===== config.mk =====
export PLATFORM = sky130hd
export DESIGN_NAME = aic_acq_ctrl
export DESIGN_NICKNAME = d
export VERILOG_FILES = /design/src/core/aic_pkg.sv /design/src/core/aic_fifo.sv /design/src/core/aic_acq_ctrl.sv
export SDC_FILE = /design/constraint.sdc
export NUM_CORES = 1
export LEC_CHECK = 0
export CORE_MARGIN = 2
export CORE_UTILIZATION = 30
export DETAILED_ROUTE_END_ITERATION = 8
export DONT_BUFFER_PORTS = 1
export PLACE_DENSITY = 0.54
export REMOVE_ABC_BUFFERS = 1
export SYNTH_ARGS = -nofsm -noshare
export SYNTH_HDL_FRONTEND = slang
export SYNTH_HIERARCHICAL = 1
export SYNTH_SLANG_ARGS = --single-unit

===== constraint.sdc =====
create_clock -name clk_sys_i -period 6.1 [get_ports clk_sys_i]
set_clock_uncertainty 0.05 [all_clocks]
set_input_delay 0.61 -clock clk_sys_i [delete_from_list [all_inputs] [get_ports clk_sys_i]]
set_output_delay 0.61 -clock clk_sys_i [all_outputs]
set_load 0.005 [all_outputs]

===== src/core/aic_pkg.sv =====
// Constants and carrier types for the analog input acquisition control block
package aic_pkg;

  // Register byte offsets inside the analog input window
  localparam logic [4:0] OFS_POLL = 5'h00;
  localparam logic [4:0] OFS_TRIG = 5'h04;
  localparam logic [4:0] OFS_DIV  = 5'h08;
  localparam logic [4:0] OFS_CNT  = 5'h0c;
  localparam logic [4:0] OFS_SCAN = 5'h10;
  localparam logic [4:0] OFS_BASE = 5'h14;
  localparam logic [4:0] OFS_RUN  = 5'h18;

  // Field positions
  localparam int BIT_FLUSH   = 15;
  localparam int SLOT_LSB    = 10;
  localparam int SLOT_MSB    = 14;
  localparam int ST_FULL_N   = 15;
  localparam int ST_HALF_N   = 14;
  localparam int ST_EMPTY_N  = 13;
  localparam int ST_BUSY     = 12;
  localparam int ST_JUMPER   = 11;
  localparam int RUN_START   = 15;
  localparam int RUN_STOP    = 14;

  // Reset values
  localparam logic [7:0]  SEL_RST  = 8'h10;
  localparam logic [15:0] DIV_RST  = 16'h0001;
  localparam logic [15:0] CNT_RST  = 16'h0000;
  localparam logic [11:0] BASE_RST = 12'h000;

  // Limits and timing
  localparam logic [15:0] CNT_MAX        = 16'd5000;
  localparam int          CLK_HZ         = 10_000_000;
  localparam int          BASE_UNIT_HZ   = 62_500;
  localparam int          BASE_TOP_HZ    = 8_000_000;
  localparam logic [8:0]  BASE_MOD       = 9'(CLK_HZ / BASE_UNIT_HZ);
  localparam logic [7:0]  BASE_TOP_UNITS = 8'(BASE_TOP_HZ / BASE_UNIT_HZ);
  localparam logic [3:0]  BASE_CODE_MAX  = 4'h7;
  localparam logic [1:0]  GRP_SE_HIGH    = 2'b10;
  localparam logic [1:0]  GRP_DIFFERENTIAL_INPUT       = 2'b11;

  typedef enum logic [2:0] {
    MODE_POLL     = 3'h0,
    MODE_PACER    = 3'h1,
    MODE_PACER_DC = 3'h2,
    MODE_POST_DC  = 3'h3,
    MODE_MID_DC   = 3'h4,
    MODE_PRE_DC   = 3'h5
  } aic_mode_t;

  typedef struct packed {
    logic [1:0] gain;
    logic [1:0] group;
    logic [3:0] chan;
  } aic_sel_t;

  typedef struct packed {
    logic [3:0] code;
    logic [4:0] len;
    logic [2:0] mode;
  } aic_base_t;

endpackage : aic_pkg


===== src/core/aic_fifo.sv =====
// Sample FIFO with clear, valid/ready on both sides and level flags
`timescale 1ns/10ps
module aic_fifo #(
  parameter int WIDTH = 16,
  parameter int DEPTH = 8
) (
  input  wire logic             clk_sys_i,
  input  wire logic             nrst_i,
  input  wire logic             clear_i,
  input  wire logic             in_valid_i,
  output logic                  in_ready_o,
  input  wire logic [WIDTH-1:0] in_data_i,
  output logic                  out_valid_o,
  input  wire logic             out_ready_i,
  output logic [WIDTH-1:0]      out_data_o,
  output logic                  full_o,
  output logic                  half_o,
  output logic                  empty_o
);

  localparam int AW = $clog2(DEPTH);

  logic [WIDTH-1:0] mem [DEPTH];
  logic [AW-1:0]    wp_reg, wp_next, rp_reg, rp_next;
  logic [AW:0]      cnt_reg, cnt_next;
  logic             push, pop;

  assign push        = in_valid_i && in_ready_o;
  assign pop         = out_valid_o && out_ready_i && !clear_i;
  assign in_ready_o  = (cnt_reg != (AW+1)'(DEPTH)) || clear_i;
  assign out_valid_o = (cnt_reg != '0);
  assign out_data_o  = mem[rp_reg];
  assign full_o      = (cnt_reg == (AW+1)'(DEPTH));
  assign half_o      = (cnt_reg >= (AW+1)'(DEPTH / 2));
  assign empty_o     = (cnt_reg == '0);

  always_comb begin
    wp_next  = wp_reg;
    rp_next  = rp_reg;
    cnt_next = cnt_reg;
    if (clear_i) begin
      // A sample landing with the clear survives it
      rp_next  = wp_reg;
      wp_next  = push ? AW'(wp_reg + 1'b1) : wp_reg;
      cnt_next = push ? (AW+1)'(1) : '0;
    end else begin
      if (push) wp_next = AW'(wp_reg + 1'b1);
      if (pop)  rp_next = AW'(rp_reg + 1'b1);
      cnt_next = (AW+1)'(cnt_reg + (push ? 1 : 0) - (pop ? 1 : 0));
    end
  end

  always_ff @(posedge clk_sys_i or negedge nrst_i) begin
    if (!nrst_i) begin
      wp_reg  <= '0;
      rp_reg  <= '0;
      cnt_reg <= '0;
    end else begin
      wp_reg  <= wp_next;
      rp_reg  <= rp_next;
      cnt_reg <= cnt_next;
    end
  end

  always_ff @(posedge clk_sys_i) begin
    if (push) mem[wp_reg] <= in_data_i;
  end
endmodule : aic_fifo


===== src/core/aic_acq_ctrl.sv =====
// Analog input acquisition control: registers, pacer, scan sequencer, converter handshake
//
// Functional notes
// - Poll config bit 15 write empties FIFO
// - Gain code bits 7:6 select input span
// - Group bits 5:4 select SE low/high/differential
// - Converted input is group base plus index
// - Write to 0x04 starts one polled conversion
// - Read of 0x04 pops oldest sample
// - Paced rate is base frequency over divisor
// - Divider fed by base frequency from 0x14
// - Scan sample count register, capped at 5000
// - Write 0x10 stores slot gain and input
// - Pacer config bit 15 also empties FIFO
// - Pacer config uses same field encoding
// - Status bit 11 shows input type jumper
// - Status bit 14 low when half full
// - Status bit 13 low when FIFO empty
// - Base code halves 8 MHz per step
// - Scan length field holds channels minus one
// - Three bit acquisition mode field
// - Bit 15 at 0x18 starts, 14 stops
`timescale 1ns/10ps
module aic_acq_ctrl #(
  parameter int FIFO_DEPTH = 8,
  parameter int SLOTS      = 32
) (
  input  wire logic        clk_sys_i,
  input  wire logic        nrst_i,
  input  wire logic        reg_wr_i,
  input  wire logic        reg_rd_i,
  input  wire logic [4:0]  reg_addr_i,
  input  wire logic [15:0] reg_wdata_i,
  output logic [15:0]      reg_rdata_o,
  output logic             reg_rvalid_o,
  output logic             adc_start_o,
  output logic [4:0]       adc_chan_o,
  output logic             adc_differential_input_o,
  output logic [1:0]       adc_gain_o,
  input  wire logic        adc_done_i,
  input  wire logic [15:0] adc_data_i,
  input  wire logic        input_type_jumper_i
);

  ////////////////////////////////////////////////////////////////////////////
  // Pin synchronisers
  logic        done_s1, done_s2, done_s3, jmp_s1, jmp_s2;
  logic [15:0] data_s1, data_s2;
  logic        done_rise;

  always_ff @(posedge clk_sys_i or negedge nrst_i) begin
    if (!nrst_i) begin
      done_s1 <= 1'b0;
      done_s2 <= 1'b0;
      done_s3 <= 1'b0;
      jmp_s1  <= 1'b0;
      jmp_s2  <= 1'b0;
      data_s1 <= 16'h0000;
      data_s2 <= 16'h0000;
    end else begin
      done_s1 <= adc_done_i;
      done_s2 <= done_s1;
      done_s3 <= done_s2;
      jmp_s1  <= input_type_jumper_i;
      jmp_s2  <= jmp_s1;
      data_s1 <= adc_data_i;
      data_s2 <= data_s1;
    end
  end

  // Data must settle before done rises; it then passes the same two stages
  assign done_rise = done_s2 && !done_s3;

  ////////////////////////////////////////////////////////////////////////////
  // Register decode
  logic wr_poll, wr_trig, wr_div, wr_cnt, wr_scan, wr_base, wr_run, rd_pop, flush;

  assign wr_poll = reg_wr_i && (reg_addr_i == aic_pkg::OFS_POLL);
  assign wr_trig = reg_wr_i && (reg_addr_i == aic_pkg::OFS_TRIG);
  assign wr_div  = reg_wr_i && (reg_addr_i == aic_pkg::OFS_DIV);
  assign wr_cnt  = reg_wr_i && (reg_addr_i == aic_pkg::OFS_CNT);
  assign wr_scan = reg_wr_i && (reg_addr_i == aic_pkg::OFS_SCAN);
  assign wr_base = reg_wr_i && (reg_addr_i == aic_pkg::OFS_BASE);
  assign wr_run  = reg_wr_i && (reg_addr_i == aic_pkg::OFS_RUN);
  assign rd_pop  = reg_rd_i && (reg_addr_i == aic_pkg::OFS_TRIG);
  assign flush   = (wr_poll || wr_scan) && reg_wdata_i[aic_pkg::BIT_FLUSH];

  aic_pkg::aic_sel_t  poll_sel_reg, poll_sel_next;
  aic_pkg::aic_base_t base_reg, base_next;
  logic [15:0]        div_reg, div_next, cnt_reg, cnt_next;
  aic_pkg::aic_sel_t  tab_mem [SLOTS];

  always_comb begin
    poll_sel_next = poll_sel_reg;
    base_next     = base_reg;
    div_next      = div_reg;
    cnt_next      = cnt_reg;
    if (wr_poll) poll_sel_next = reg_wdata_i[7:0];
    if (wr_base) base_next = reg_wdata_i[11:0];
    if (wr_div)  div_next = reg_wdata_i;
    if (wr_cnt) begin
      cnt_next = (reg_wdata_i > aic_pkg::CNT_MAX) ? aic_pkg::CNT_MAX : reg_wdata_i;
    end
  end

  always_ff @(posedge clk_sys_i or negedge nrst_i) begin
    if (!nrst_i) begin
      poll_sel_reg <= aic_pkg::SEL_RST;
      base_reg     <= aic_pkg::BASE_RST;
      div_reg      <= aic_pkg::DIV_RST;
      cnt_reg      <= aic_pkg::CNT_RST;
    end else begin
      poll_sel_reg <= poll_sel_next;
      base_reg     <= base_next;
      div_reg      <= div_next;
      cnt_reg      <= cnt_next;
    end
  end

  // Scan table holds no reset; software must fill the slots it scans
  always_ff @(posedge clk_sys_i) begin
    if (wr_scan) tab_mem[reg_wdata_i[aic_pkg::SLOT_MSB:aic_pkg::SLOT_LSB]] <= reg_wdata_i[7:0];
  end

  ////////////////////////////////////////////////////////////////////////////
  // Base frequency and pacer divisor
  logic [7:0]  acc_reg, acc_next, base_inc;
  logic [8:0]  acc_sum;
  logic [15:0] pdiv_reg, pdiv_next, div_eff;
  logic [3:0]  code_eff;
  logic        base_tick, pace_tick;

  always_comb begin
    code_eff  = (base_reg.code > aic_pkg::BASE_CODE_MAX) ? aic_pkg::BASE_CODE_MAX : base_reg.code;
    base_inc  = aic_pkg::BASE_TOP_UNITS >> code_eff;
    acc_sum   = {1'b0, acc_reg} + {1'b0, base_inc};
    base_tick = (acc_sum >= aic_pkg::BASE_MOD);
    acc_next  = base_tick ? 8'(acc_sum - aic_pkg::BASE_MOD) : acc_sum[7:0];
    // A zero divisor acts as one
    div_eff   = (div_reg == 16'h0000) ? 16'h0001 : div_reg;
    pace_tick = 1'b0;
    pdiv_next = pdiv_reg;
    if (base_tick) begin
      if (16'(pdiv_reg + 1'b1) >= div_eff) begin
        pace_tick = 1'b1;
        pdiv_next = 16'h0000;
      end else begin
        pdiv_next = 16'(pdiv_reg + 1'b1);
      end
    end
  end

  ////////////////////////////////////////////////////////////////////////////
  // Run control, scan slot and conversion sequencer
  typedef enum logic [1:0] {CV_IDLE, CV_START, CV_WAIT, CV_PUSH} aic_cv_state_t;

  aic_cv_state_t     cv_reg, cv_next;
  aic_pkg::aic_sel_t sel_reg, sel_next;
  logic [15:0]       smp_reg, smp_next, done_cnt_reg, done_cnt_next;
  logic [4:0]        slot_reg, slot_next;
  logic              run_reg, run_next, pend_reg, pend_next, paced_reg, paced_next, start_next;
  logic              fifo_in_ready, fifo_full, fifo_half, fifo_empty, fifo_out_valid, take_pace;
  logic [15:0]       fifo_out_data;
  logic              count_mode;

  assign count_mode = (base_reg.mode >= aic_pkg::MODE_PACER_DC) && (base_reg.mode <= aic_pkg::MODE_PRE_DC);

  always_comb begin
    cv_next       = cv_reg;
    sel_next      = sel_reg;
    smp_next      = smp_reg;
    slot_next     = slot_reg;
    run_next      = run_reg;
    paced_next    = paced_reg;
    done_cnt_next = done_cnt_reg;
    start_next    = 1'b0;
    take_pace     = 1'b0;
    // A tick is held until taken; a new tick in the take cycle is kept
    pend_next     = pend_reg;
    case (cv_reg)
      CV_IDLE: begin
        if (wr_trig) begin
          sel_next   = poll_sel_reg;
          paced_next = 1'b0;
          start_next = 1'b1;
          cv_next    = CV_START;
        end else if (pend_reg && run_reg) begin
          take_pace  = 1'b1;
          sel_next   = tab_mem[slot_reg];
          paced_next = 1'b1;
          start_next = 1'b1;
          slot_next  = (slot_reg >= base_reg.len) ? 5'h00 : 5'(slot_reg + 1'b1);
          cv_next    = CV_START;
        end
      end
      CV_START: cv_next = CV_WAIT;
      CV_WAIT: begin
        if (done_rise) begin
          smp_next = data_s2;
          cv_next  = CV_PUSH;
        end
      end
      CV_PUSH: begin
        // A full FIFO stalls the sequencer; pacer ticks meanwhile collapse into one
        if (fifo_in_ready) begin
          cv_next = CV_IDLE;
          if (paced_reg && count_mode) begin
            done_cnt_next = 16'(done_cnt_reg + 1'b1);
            if (16'(done_cnt_reg + 1'b1) >= cnt_reg) run_next = 1'b0;
          end
        end
      end
      default: cv_next = CV_IDLE;
    endcase
    if (take_pace) pend_next = 1'b0;
    if (pace_tick && run_reg) pend_next = 1'b1;
    if (wr_run && reg_wdata_i[aic_pkg::RUN_START] && base_reg.mode != aic_pkg::MODE_POLL) begin
      run_next      = 1'b1;
      slot_next     = 5'h00;
      done_cnt_next = 16'h0000;
    end
    // Stop wins over start in the same write
    if (wr_run && reg_wdata_i[aic_pkg::RUN_STOP]) begin
      run_next  = 1'b0;
      pend_next = 1'b0;
    end
  end

  always_ff @(posedge clk_sys_i or negedge nrst_i) begin
    if (!nrst_i) begin
      cv_reg       <= CV_IDLE;
      sel_reg      <= aic_pkg::SEL_RST;
      smp_reg      <= 16'h0000;
      slot_reg     <= 5'h00;
      run_reg      <= 1'b0;
      pend_reg     <= 1'b0;
      paced_reg    <= 1'b0;
      done_cnt_reg <= 16'h0000;
      acc_reg      <= 8'h00;
      pdiv_reg     <= 16'h0000;
      adc_start_o  <= 1'b0;
      adc_chan_o   <= 5'h00;
      adc_differential_input_o   <= 1'b0;
      adc_gain_o   <= 2'b00;
    end else begin
      cv_reg       <= cv_next;
      sel_reg      <= sel_next;
      smp_reg      <= smp_next;
      slot_reg     <= slot_next;
      run_reg      <= run_next;
      pend_reg     <= pend_next;
      paced_reg    <= paced_next;
      done_cnt_reg <= done_cnt_next;
      acc_reg      <= acc_next;
      pdiv_reg     <= run_reg ? pdiv_next : 16'h0000;
      adc_start_o  <= start_next;
      // Undefined group code 00 is treated as the low single-ended set
      adc_chan_o   <= {sel_next.group == aic_pkg::GRP_SE_HIGH, sel_next.chan};
      adc_differential_input_o   <= (sel_next.group == aic_pkg::GRP_DIFFERENTIAL_INPUT);
      adc_gain_o   <= sel_next.gain;
    end
  end

  ////////////////////////////////////////////////////////////////////////////
  // Sample FIFO
  aic_fifo #(
    .WIDTH (16),
    .DEPTH (FIFO_DEPTH)
  ) u_fifo (
    .clk_sys_i   (clk_sys_i),
    .nrst_i      (nrst_i),
    .clear_i     (flush),
    .in_valid_i  (cv_reg == CV_PUSH),
    .in_ready_o  (fifo_in_ready),
    .in_data_i   (smp_reg),
    .out_valid_o (fifo_out_valid),
    .out_ready_i (rd_pop),
    .out_data_o  (fifo_out_data),
    .full_o      (fifo_full),
    .half_o      (fifo_half),
    .empty_o     (fifo_empty)
  );

  ////////////////////////////////////////////////////////////////////////////
  // Read path
  logic [15:0] rdata_next, status;

  always_comb begin
    status = 16'h0000;
    status[aic_pkg::ST_FULL_N]  = !fifo_full;
    status[aic_pkg::ST_HALF_N]  = !fifo_half;
    status[aic_pkg::ST_EMPTY_N] = !fifo_empty;
    status[aic_pkg::ST_BUSY]    = (cv_reg != CV_IDLE);
    status[aic_pkg::ST_JUMPER]  = jmp_s2;
    case (reg_addr_i)
      aic_pkg::OFS_POLL: rdata_next = {8'h00, poll_sel_reg};
      aic_pkg::OFS_TRIG: rdata_next = fifo_out_valid ? fifo_out_data : 16'h0000;
      aic_pkg::OFS_DIV:  rdata_next = div_reg;
      aic_pkg::OFS_CNT:  rdata_next = cnt_reg;
      aic_pkg::OFS_SCAN: rdata_next = status;
      aic_pkg::OFS_BASE: rdata_next = {4'h0, base_reg};
      default:           rdata_next = 16'h0000;
    endcase
  end

  always_ff @(posedge clk_sys_i or negedge nrst_i) begin
    if (!nrst_i) begin
      reg_rdata_o  <= 16'h0000;
      reg_rvalid_o <= 1'b0;
    end else begin
      reg_rdata_o  <= reg_rd_i ? rdata_next : 16'h0000;
      reg_rvalid_o <= reg_rd_i;
    end
  end
endmodule : aic_acq_ctrl


== After elaboration in Yosys (flattened, before gate mapping) ==
Memories as Yosys holds them, arrays and structs flattened.
Cells that the tools add are included.

* Register bits: 197
* RAM bits: 384
* Input bits: 43
* Memories: 2

* Add/subtract/negate cells: 9
* Magnitude comparators: 9
* Eq/ne operators: 18
* Shift operators: 1
* Multiplexer cells: 55
* Reduce and logical (&&, ||, !) cells: 52

{| class="wikitable"
|+ Memory list
! name !! words !! bits a word !! read ports !! clocked after memory_dff !! write ports !! RTL line !! text
|-
| tab_mem || 32 || 8 || 1 || 0 || 1 || aic_acq_ctrl.sv:91 || <nowiki>aic_pkg::aic_sel_t tab_mem [SLOTS];</nowiki>
|-
| u_fifo.mem || 8 || 16 || 1 || 0 || 1 || aic_fifo.sv:23 || <nowiki>logic [WIDTH-1:0] mem [DEPTH];</nowiki>
|}

{| class="wikitable"
|+ Operators with widths
! operator !! number
|-
| $mux W16 || 11
|-
| $pmux W16 S6 || 1
|-
| $add A16 B1 Y16 const B || 2
|-
| $ge A16 B16 Y1 || 2
|-
| $mux W1 || 25
|-
| $mux W5 || 5
|-
| $mux W8 || 3
|-
| $logic_and A1 B1 Y1 || 20
|-
| $reduce_bool A3 Y1 || 6
|-
| $gt A16 B13 Y1 const B || 1
|-
| $logic_not A16 Y1 || 1
|-
| $reduce_bool A2 Y1 || 8
|-
| $eq A5 B5 Y1 const B || 3
|-
| $eq A5 B4 Y1 const B || 2
|-
| $add A8 B8 Y9 || 1
|-
| $ge A9 B8 Y1 const B || 1
|-
| $reduce_and A3 Y1 || 3
|-
| $eq A2 B2 Y1 const B || 4
|-
| $mux W2 || 4
|-
| $mux W4 || 2
|-
| $pmux W2 S4 || 1
|-
| $shr A8 B4 Y8 const A || 1
|-
| $sub A8 B8 Y8 const B || 1
|-
| $add A3 B1 Y3 const B || 2
|-
| 25 further kinds || 34
|}

== Depth between registers and ports, before layout ==
Gate-level depths: netlist of the first run.

* Depth in word-level cells: 10
* Mapped depth: 14

== By module ==
The synthesis of the first run kept the hierarchy.

{| class="wikitable"
|+ Modules (own cells, without submodules)
! module !! instances !! cells an instance !! area an instance (µm²) !! sequential area each (µm²)
|-
| aic_acq_ctrl || 1 || 1289 || 19183.4 || 12270.5
|-
| aic_fifo || 1 || 294 || 5529.1 || 4093.9
|}

== Worst setup path after synthesis of the first run ==
No wires, ideal clock.

* Kind: input to register
* Start point: input port reg_addr_i[2]
* End point: memory u_fifo.mem[0][0] (enable)
* Setup time: 0.430 ns
* Arrival: 3.523 ns
* Required time: 5.620 ns
* Path slack: 2.096 ns
* Cell stages on the path: 8
* Buffers on the path: 4
* Cell sequence: clkbuf_1 -> clkbuf_1 -> clkbuf_1 -> nor4_1 -> or4b_1 -> buf_4 -> nand2_8 -> nor4_1

* Word-level cells in the longest chain between the ends: 8
* Elaborated cells on any way between the ends: 10
* Classes of those cells: 1 x eq/ne; 2 x mux; 7 x reduce/logical

{| class="wikitable"
|+ Ends and longest elaborated chain
! what !! RTL line !! text
|-
| start, declared || aic_acq_ctrl.sv:32 || <nowiki>input wire logic [4:0] reg_addr_i,</nowiki>
|-
| $eq A5 B5 Y1 or $logic_not A5 Y1 (tied branches) || aic_acq_ctrl.sv:82, aic_acq_ctrl.sv:78 ||
|-
| $logic_and A1 B1 Y1 (on tied branches) || aic_acq_ctrl.sv:82, aic_acq_ctrl.sv:78 ||
|-
| $logic_or A1 B1 Y1 * || aic_acq_ctrl.sv:86 || <nowiki>assign flush = (wr_poll || wr_scan) && reg_wdata_i[aic_pkg::BIT_FLUSH];</nowiki>
|-
| $logic_and A1 B1 Y1 * || aic_acq_ctrl.sv:86 ||
|-
| net flush || aic_acq_ctrl.sv:76 || <nowiki>logic wr_poll, wr_trig, wr_div, wr_cnt, wr_scan, wr_base, wr_run, rd_pop, flush;</nowiki>
|-
| $logic_or A1 B1 Y1 * || aic_fifo.sv:30 || <nowiki>assign in_ready_o = (cnt_reg != (AW+1)'(DEPTH)) || clear_i;</nowiki>
|-
| net fifo_in_ready || aic_acq_ctrl.sv:162 || <nowiki>logic fifo_in_ready, fifo_full, fifo_half, fifo_empty, fifo_out_valid, take_pace;</nowiki>
|-
| $logic_and A1 B1 Y1 * || aic_fifo.sv:28 || <nowiki>assign push = in_valid_i && in_ready_o;</nowiki>
|-
| $mux W1 * || aic_fifo.sv:66 || <nowiki>if (push) mem[wp_reg] <= in_data_i;</nowiki>
|-
| $mux W1 (implied by the code) * || aic_fifo.sv:66 ||
|-
| end, declared || aic_fifo.sv:23 ||
|}

The timed path passes the listed nets; every way through them passes the cells marked *.

== Final worst setup path of the first run ==
* Start point: register base_reg[11] in the netlist's numbering
* End point: register pend_reg

* Word-level cells in the longest chain between the ends: 9
* Elaborated cells on any way between the ends: 10
* Classes of those cells: 1 x add/sub; 2 x order compare; 1 x shift; 4 x mux; 2 x reduce/logical

{| class="wikitable"
|+ Ends and longest elaborated chain
! what !! RTL line !! text
|-
| start, declared || aic_acq_ctrl.sv:89 || <nowiki>aic_pkg::aic_base_t base_reg, base_next;</nowiki>
|-
| start signal, assigned || aic_acq_ctrl.sv:109 || <nowiki>base_reg <= aic_pkg::BASE_RST;</nowiki>
|-
| start signal, assigned || aic_acq_ctrl.sv:114 || <nowiki>base_reg <= base_next;</nowiki>
|-
| $gt A4 B3 Y1 || aic_acq_ctrl.sv:134 || <nowiki>code_eff = (base_reg.code > aic_pkg::BASE_CODE_MAX) ? aic_pkg::BASE_CODE_MAX : base_reg.code;</nowiki>
|-
| $mux W4 * || aic_acq_ctrl.sv:134 ||
|-
| $shr A8 B4 Y8 * || aic_acq_ctrl.sv:135 || <nowiki>base_inc = aic_pkg::BASE_TOP_UNITS >> code_eff;</nowiki>
|-
| $add A8 B8 Y9 * || aic_acq_ctrl.sv:136 || <nowiki>acc_sum = {1'b0, acc_reg} + {1'b0, base_inc};</nowiki>
|-
| $ge A9 B8 Y1 * || aic_acq_ctrl.sv:137 || <nowiki>base_tick = (acc_sum >= aic_pkg::BASE_MOD);</nowiki>
|-
| $mux W1 * || aic_acq_ctrl.sv:143 || <nowiki>if (base_tick) begin</nowiki>
|-
| $logic_and A1 B1 Y1 * || aic_acq_ctrl.sv:216 || <nowiki>if (pace_tick && run_reg) pend_next = 1'b1;</nowiki>
|-
| $mux W1 || aic_acq_ctrl.sv:216 ||
|-
| $mux W1 || aic_acq_ctrl.sv:223 || <nowiki>if (wr_run && reg_wdata_i[aic_pkg::RUN_STOP]) begin</nowiki>
|-
| end signal, assigned || aic_acq_ctrl.sv:251 || <nowiki>pend_reg <= pend_next;</nowiki>
|-
| end, declared || aic_acq_ctrl.sv:161 || <nowiki>logic run_reg, run_next, pend_reg, pend_next, paced_reg, paced_next, start_next;</nowiki>
|}

Every way passes the cells marked *; elsewhere a longest branch is shown, timed or not.
A chain may end at the register's enable or synchronous reset.

==> results of run 1 <==
-- power breakdown --
| part | switching [mW] | total, mW | internal (mW) |
|---|---|---|---|
| Combinational | 1.51 | 2.83 | 1.32 |
| Sequential | 0.429 | 5.11 | 4.68 |
| Clock | 1.63 | 3.88 | 2.24 |
-- how the worst max path moves through the flow --
stage	cells past startpoint	slack (ps)	from	to
floorplan	5	1810	reg_addr_i[1]	u_fifo/mem[0][0]$_DFFE_PP_
global placement	11	1750	base_reg[11]$_DFFE_PN0P_	pend_reg$_DFFE_PN0P_
detailed placement	11	1690	base_reg[11]$_DFFE_PN0P_	pend_reg$_DFFE_PN0P_
CTS	11	1650	base_reg[11]$_DFFE_PN0P_	pend_reg$_DFFE_PN0P_
global route	11	1310	base_reg[11]$_DFFE_PN0P_	pend_reg$_DFFE_PN0P_
finish	11	1620	base_reg[11]$_DFFE_PN0P_	pend_reg$_DFFE_PN0P_
-- synth_stat cells, types with 6 or more instances --
cell,n,area (um2)
sky130_fd_sc_hd__edfxtp_1,384,11500
sky130_fd_sc_hd__dfrtp_1,190,4750
sky130_fd_sc_hd__nand2_1,146,548
sky130_fd_sc_hd__mux4_2,112,2520
sky130_fd_sc_hd__nor2_1,77,289
sky130_fd_sc_hd__ha_1,60,751
sky130_fd_sc_hd__inv_1,58,218
sky130_fd_sc_hd__mux2_2,51,574
sky130_fd_sc_hd__o21ai_0,42,210
sky130_fd_sc_hd__clkbuf_1,41,154
sky130_fd_sc_hd__a21oi_1,38,190
sky130_fd_sc_hd__nor3_1,28,140
sky130_fd_sc_hd__nand3_1,27,135
sky130_fd_sc_hd__xor2_1,24,210
sky130_fd_sc_hd__nand4_1,17,106
sky130_fd_sc_hd__xnor2_1,17,149
sky130_fd_sc_hd__a22oi_1,15,113
sky130_fd_sc_hd__buf_2,15,75.1
sky130_fd_sc_hd__mux2i_1,14,140
sky130_fd_sc_hd__nand2b_1,14,87.6
sky130_fd_sc_hd__buf_4,13,97.6
sky130_fd_sc_hd__nor4_1,13,81.3
sky130_fd_sc_hd__and3_1,12,75.1
sky130_fd_sc_hd__or3_1,12,75.1
sky130_fd_sc_hd__o2111ai_1,11,96.3
sky130_fd_sc_hd__buf_1,9,33.8
sky130_fd_sc_hd__o211ai_1,9,67.6
sky130_fd_sc_hd__a222oi_1,8,80.1
sky130_fd_sc_hd__a22o_1,8,70.1
sky130_fd_sc_hd__a21o_1,7,52.6
sky130_fd_sc_hd__nand3b_1,6,45.0
-- repair_timing --
| action | in CTS | in global routing |
|---|---|---|
| setup buffers | 0 | 0 |
| endpoints found under the hold margin | 212 | 0 |
| hold buffers | 20 | 0 |
-- metal layers --
| layer | vias up | GRT usage (%) |
|---|---|---|
| met5 | - | 0 |
| met4 | 0 | 5.08 |
| met3 | 91 | 3.12 |
| met2 | 382 | 22.9 |
| met1 | 7164 | 19.1 |
| li1 | 6160 | - |
-- worst max-delay path, stage by stage, from the launching register on --
cell and delay [ps]:
sky130_fd_sc_hd__dfrtp_1 450, sky130_fd_sc_hd__nand2b_1 210, sky130_fd_sc_hd__nor2_1 240, sky130_fd_sc_hd__ha_1 290, sky130_fd_sc_hd__a211oi_1 440, sky130_fd_sc_hd__nor4b_1 170
sky130_fd_sc_hd__a311oi_4 740, sky130_fd_sc_hd__ha_1 340, sky130_fd_sc_hd__nor3_1 100, sky130_fd_sc_hd__o32ai_2 730, sky130_fd_sc_hd__o21ai_4 280, sky130_fd_sc_hd__a32o_1 300
-- final cells by class --
type	count	area share (%)
multi-input combinational	867	27.6
tap	1070	4.74
clock inverter	27	0.966
inverter	59	0.784
clock buffer	94	6.59
sequential	577	58.0
timing repair buffer	40	1.35
-- cells by family (layout without fill, tap and decap cells) --
| group | count (synthesis) | in the layout | share of synthesized area [%] |
|---|---|---|---|
| flops | 577 | 577 | 66.2 |
| fa+ha+maj | 62 | 62 | 3.20 |
| mux | 178 | 178 | 13.2 |
| xor+xnor | 41 | 41 | 1.45 |
| compound gates | 194 | 194 | 5.72 |
| simple gates | 392 | 392 | 7.81 |
| buf+inv | 139 | 220 | 2.45 |
==> PnR_summary.wiki, run 1 <==
{| class="wikitable"
! Metric !! Value
|-
| Placement Rows || 105
|-
| Flip-flop count of the largest register after layout || 256
|-
| Post-synth design cell area || 0.0247 mm2
|-
| Max-cap violations || 0
|-
| Share of the cycle needed by the critical path after routing || 73.5%
|-
| Count of H-tree levels built during CTS || 3
|-
| Via Count || 13.8k
|-
| P&R area growth vs syn || 14.2%
|-
| Hpwl dp || 38.0 mm
|-
| DRT iter0 DRCs || 1,152
|-
| Final instance area || 0.0282 mm2
|-
| Worst min-delay path class || primary input to async pin
|-
| Wire length of the first global-routing pass || 90.9 mm
|-
| Setup repair after global routing missed its margin || false
|-
| Clock tree sinks || 577
|-
| Layout Utilization || 34.5%
|-
| Area inside the core boundary || 0.0818 mm2
|-
| Detailed-routing iteration count for the pre-antenna-repair pass || 7
|-
| Ys async rst share || 33.4%
|-
| Number of buffers added on ports || 0
|-
| Clock input transition at the sequential cells of the worst setup and hold paths || 50 ps
|-
| Worst Hold Margin || -44.0 ps
|-
| Number of routed nets with antenna violations || 0
|-
| Transition time at the pin with the least slew margin || 1100 ps
|-
| CTS buffer count || 67
|-
| Count of placed standard cells including taps || 2,593
|-
| Maximum clock insertion buffer count || 3
|-
| Root buffer selected by CTS || sky130_fd_sc_hd__clkbuf_16
|-
| Final setup violation count || 0
|-
| Fraction of final layout cells with drive strength greater than 1 || 18.9%
|-
| Min Tclk post-route || 4480 ps
|-
| Placement-stage worst setup slack || 1690 ps
|-
| Count of boundary I/O pins || 69
|-
| Total global routing track utilization || 14.3%
|-
| Number of unique standard cell types used by synthesis || 89
|-
| Maximum vdd drop || 205 uV
|-
| Area after detailed placement || 0.0259 mm2
|-
| Sequential fraction of the synthesis area || 66.2%
|-
| Fin. max-slew vios || 0
|-
| Worst r2r path cells || 11
|-
| Met2 layer wire length in the routed design || 28.5 mm
|-
| Met3 wire length || 3.76 mm
|-
| Most common cell after layout, fill and taps aside || sky130_fd_sc_hd__edfxtp_1
|-
| Synthesized instance count || 1,583
|-
| Number of synthesized flops with an enable pin || 384
|-
| Total negative slack for setup checks || 0 ps
|-
| Overall power of the completed layout || 11.8 mW
|-
| Maximum number of pins on one net before global-route repair || 194
|-
| Storage element area || 0.0164 mm2
|-
| Vias in the first global route || 14.0k
|-
| Fmax achieved || 223 MHz
|-
| Initial antenna violation count || 1
|-
| Routed wire length || 60.3 mm
|-
| Reg2reg setup slack || 1620 ps
|-
| Antenna fix cells || 0
|-
| FILL cells || 7,748
|-
| Vertical extent of the die || 291 um
|-
| Number of cells upsized or downsized after cts || 0
|-
| Status || complete, but fails checks
|-
| Floorplan die area || 0.0847 mm2
|-
| Synthesis-stage register bit count || 577
|-
| Starting density of the core || 30.2%
|-
| Post-detailed-route DRC marker count || 0
|-
| Violations in the final reports || negative hold slack
|-
| Leakage component of the power || 10.1 nW
|-
| Flip-flop cell with the highest count after synthesis || sky130_fd_sc_hd__edfxtp_1
|-
| Classification of the worst setup path || register to register
|-
| Number of nets in the layout || 1,717
|-
| Power density cells || 418 mW/mm2
|-
| CP Data Arrival Time || 4920 ps
|-
| RePlAce Congestion || 0.816
|-
| Critical Path Fanout Max || 14
|-
| Min setup slack post-route || 1620 ps
|-
| Clock latency on the worst-skew pair || 610 ps
|-
| R2R Path Start || base_reg[11]$_DFFE_PN0P_
|-
| Width of the chip || 291 um
|-
| Startpoint Class || register
|-
| Top routing layer in use || met4
|-
| Total overflow reported by the global router || 0
|-
| Synth warnings || 6
|-
| Relative slew margins || 26.4%
|-
| Average size of a mapped cell || 15.6 um2
|-
| Routed via count divided by cell count || 5.05
|-
| Met1 WL || 26.4 mm
|-
| Total area of multi-input combinational cells || 0.00779 mm2
|-
| Type of destination of the critical path || register
|-
| Worst endpoint required time || 6530 ps
|-
| Final cell count without fillers || 2,734
|-
| Commonest cells after routing, fill and taps aside || sky130_fd_sc_hd__edfxtp_1 (384), sky130_fd_sc_hd__dfrtp_1 (187), sky130_fd_sc_hd__nand2_1 (146), sky130_fd_sc_hd__mux4_2 (112), sky130_fd_sc_hd__nor2_1 (77)
|-
| WL/cell || 22.0 um
|-
| FF-to-FF End || pend_reg$_DFFE_PN0P_
|-
| Clock tree from TritonCTS || done
|-
| Hold Fails Final Rpt || 41
|}
No activity file was read; power rests on OpenSTA's default activity.
==> inputs of run 2 (changes only) <==
Clock period 6.1 ns to 4.7 ns, I/O delays scaled along.
==> run 2 against run 1 <==
Against the previous run: the flow still finishes with violations (negative hold slack); critical path depth increased by 1; total power increased by 30%; sequential power increased by 33%; fmax increased by 4.9%; global-route usage increased by 0.54 points; non-clock buffer count increased by 18; critical endpoint unchanged; largest power group unchanged.
==> PnR_summary.wiki, run 2 (same netlist as run 1, synthesis figures left out) <==
{| class="wikitable"
! Metric !! Value
|-
| Commonest cells after routing, fill and taps aside || sky130_fd_sc_hd__edfxtp_1 (384), sky130_fd_sc_hd__dfrtp_1 (187), sky130_fd_sc_hd__nand2_1 (146), sky130_fd_sc_hd__mux4_2 (112), sky130_fd_sc_hd__nor2_1 (77) (unchanged)
|-
| Number of nets in the layout || 1,734 (was 1,717)
|-
| Internal power component || 10.8 mW (was 8.24 mW)
|-
| Detailed-routing iteration count for the pre-antenna-repair pass || 5 (was 7)
|-
| Wire length of the first global-routing pass || 94.1 mm (was 90.9 mm)
|-
| Root buffer selected by CTS || sky130_fd_sc_hd__clkbuf_16 (unchanged)
|-
| DRT iter0 DRCs || 1,123 (was 1,152)
|-
| Setup repair after global routing missed its margin || false (unchanged)
|-
| Clock tree from TritonCTS || done (unchanged)
|-
| Number of routed nets with antenna violations || 0 (unchanged)
|-
| Vertical extent of the die || 291 um (unchanged)
|-
| Psw || 4.56 mW (was 3.57 mW)
|-
| Starting density of the core || 30.2% (unchanged)
|-
| Critical Path Fanout Max || 14 (unchanged)
|-
| Type of destination of the critical path || register (unchanged)
|-
| Clock input transition at the sequential cells of the worst setup and hold paths || 60 ps (was 50 ps)
|-
| Maximum clock insertion buffer count || 3 (unchanged)
|-
| Number of cells upsized or downsized after cts || 0 (unchanged)
|-
| Share of the cycle needed by the critical path after routing || 91.0% (was 73.5%)
|-
| CP Data Arrival Time || 4700 ps (was 4920 ps)
|-
| Post-detailed-route DRC marker count || 0 (unchanged)
|-
| Storage element area || 0.0164 mm2 (about the same)
|-
| Fmax achieved || 234 MHz (was 223 MHz)
|-
| Routed wire length || 62.5 mm (was 60.3 mm)
|-
| Area inside the core boundary || 0.0818 mm2 (unchanged)
|-
| Maximum number of pins on one net before global-route repair || 194 (unchanged)
|-
| Hold Fails Final Rpt || 193 (was 41)
|-
| Worst min-delay path class || primary input to async pin (unchanged)
|-
| RePlAce Congestion || 0.850 (was 0.816)
|-
| Placement Rows || 105 (unchanged)
|-
| Classification of the worst setup path || register to register (unchanged)
|-
| Min Tclk post-route || 4270 ps (was 4480 ps)
|-
| Power density cells || 541 mW/mm2 (was 418 mW/mm2)
|-
| Worst endpoint required time || 5130 ps (was 6530 ps)
|-
| Flip-flop count of the largest register after layout || 256 (unchanged)
|-
| Fraction of final layout cells with drive strength greater than 1 || 19.2% (was 18.9%)
|-
| P&R area growth vs syn || 15.1% (was 14.2%)
|-
| Status || complete, but fails checks (unchanged)
|-
| Via Count || 14.0k (was 13.8k)
|-
| Number of buffers added on ports || 0 (unchanged)
|-
| WL/cell || 22.7 um (was 22.0 um)
|-
| Total negative slack for setup checks || 0 ps (unchanged)
|-
| Width of the chip || 291 um (unchanged)
|-
| Final cell count without fillers || 2,748 (was 2,734)
|-
| Share of power burned in combinational logic || 23.3% (was 23.9%)
|-
| Transition time at the pin with the least slew margin || 1090 ps (was 1100 ps)
|-
| Total overflow reported by the global router || 0 (unchanged)
|-
| Leakage component of the power || 10.2 nW (was 10.1 nW)
|-
| Final setup violation count || 0 (unchanged)
|-
| Count of H-tree levels built during CTS || 3 (unchanged)
|-
| Count of boundary I/O pins || 69 (unchanged)
|-
| Fin. max-slew vios || 0 (unchanged)
|-
| Sequential share of power || 44.1% (was 43.2%)
|-
| Max-cap violations || 0 (unchanged)
|-
| Count of placed standard cells including taps || 2,596 (was 2,593)
|-
| Layout Utilization || 34.7% (was 34.5%)
|-
| Maximum vdd drop || 230 uV (was 205 uV)
|-
| Total global routing track utilization || 14.8% (was 14.3%)
|-
| Hold-fix buffers at CTS || 35 (was 20)
|-
| Vias in the first global route || 14.2k (was 14.0k)
|-
| CTS buffer count || 66 (was 67)
|-
| Startpoint Class || register (unchanged)
|-
| Part of the total power dissipated in the clock network || 32.6% (was 32.8%)
|-
| Hpwl dp || 38.4 mm (was 38.0 mm)
|-
| Overall power of the completed layout || 15.4 mW (was 11.8 mW)
|-
| Total area of multi-input combinational cells || 0.00779 mm2 (unchanged)
|-
| Clock latency on the worst-skew pair || 590 ps (was 610 ps)
|-
| Initial antenna violation count || 1 (unchanged)
|-
| Sw Share || 29.6% (was 30.2%)
|-
| Most common cell after layout, fill and taps aside || sky130_fd_sc_hd__edfxtp_1 (unchanged)
|-
| Worst Hold Margin || -472 ps (was -44.0 ps)
|-
| Relative slew margins || 27.2% (was 26.4%)
|-
| Floorplan die area || 0.0847 mm2 (unchanged)
|-
| Violations in the final reports || negative hold slack (unchanged)
|-
| Routed via count divided by cell count || 5.09 (was 5.05)
|-
| Post-CTS setup-driven buffer insertion count || 0 (unchanged)
|-
| FILL cells || 7,758 (was 7,748)
|-
| Clock tree sinks || 577 (unchanged)
|}
## run 2: cell count changes in the layout (fill, tap and decap cells not counted), sizes merged
| cell | change |
|---|---|
| diode | +1 |
| buf | +10 |
| bufinv | +5 |
| dlygate4sd3 | +8 |
| clkbuf | -8 |
| inv | -2 |
## run 2: power groups by stage
stage                     combinational [mW]  sequential [mW]  clock [mW]
after global routing                    3.92             6.89        5.35
after floorplan                         2.50             6.75           0
final                                   3.58             6.79        5.03
after global placement                  3.44             6.87           0
after CTS                               3.62             6.81        5.15
after detailed placement                3.51             6.91           0
## run 2: layout make-up
type,instances,area share (%)
Multi-Input combinational cell,867,27.4
Clock inverter,30,1.16
Clock buffer,86,6.15
Inverter,59,0.779
Antenna cell,1,0.00880
Tap cell,1070,4.71
Sequential cell,577,57.6
Timing Repair Buffer,58,2.21
## run 2: layer usage
metal  vias to the layer above  GRT usage, %  part of all wire [%]
li1                       6201             -                     -
met1                      7244          20.7                    45
met2                       451          23.5                    47
met3                        78          2.89                   6.7
met4                         0          4.18                   1.9
met5                         -             0                     0
## run 2: worst paths after layout
path | startpoint | to | slack, ps | cells after the start
worst max-delay path | base_reg[11]$_DFFE_PN0P_ | pend_reg$_DFFE_PN0P_ | 430 | 12
worst min-delay path | nrst_i | data_s1[12]$_DFF_PN0_ | -470 | 0
worst max register to register | base_reg[11]$_DFFE_PN0P_ | pend_reg$_DFFE_PN0P_ | 430 | 12
worst min register to register | data_s1[13]$_DFF_PN0_ | data_s2[13]$_DFF_PN0_ | 300 | 0
max in group asynchronous | nrst_i | slot_reg[0]$_DFFE_PN0P_ | 4580 | 0
min in group clk_sys_i | reg_wdata_i[7] | cnt_reg[7]$_DFFE_PN0P_ | 120 | 2
## run 2: critical path, stage by stage (launching register included)
cell                       delay [ps]
sky130_fd_sc_hd__dfrtp_1          450
sky130_fd_sc_hd__nand2b_1         200
sky130_fd_sc_hd__nor2_1           230
sky130_fd_sc_hd__ha_1             280
sky130_fd_sc_hd__a211oi_1         530
sky130_fd_sc_hd__nor4b_1          180
sky130_fd_sc_hd__a311oi_4         290
sky130_fd_sc_hd__buf_4            270
sky130_fd_sc_hd__ha_1             270
sky130_fd_sc_hd__nor3_1           100
sky130_fd_sc_hd__o32ai_2          730
sky130_fd_sc_hd__o21ai_4          290
sky130_fd_sc_hd__a32o_1           300
## run 2: through the flow
step | setup WS [ps] | instance area, um2
6_report | 425 | 28400
5_1_grt | 125 | 28400
4_1_cts | 500 | 28400
3_5_place_dp | 508 | 25900
3_3_place_gp | 664 | 25900
2_1_floorplan | 418 | 24300
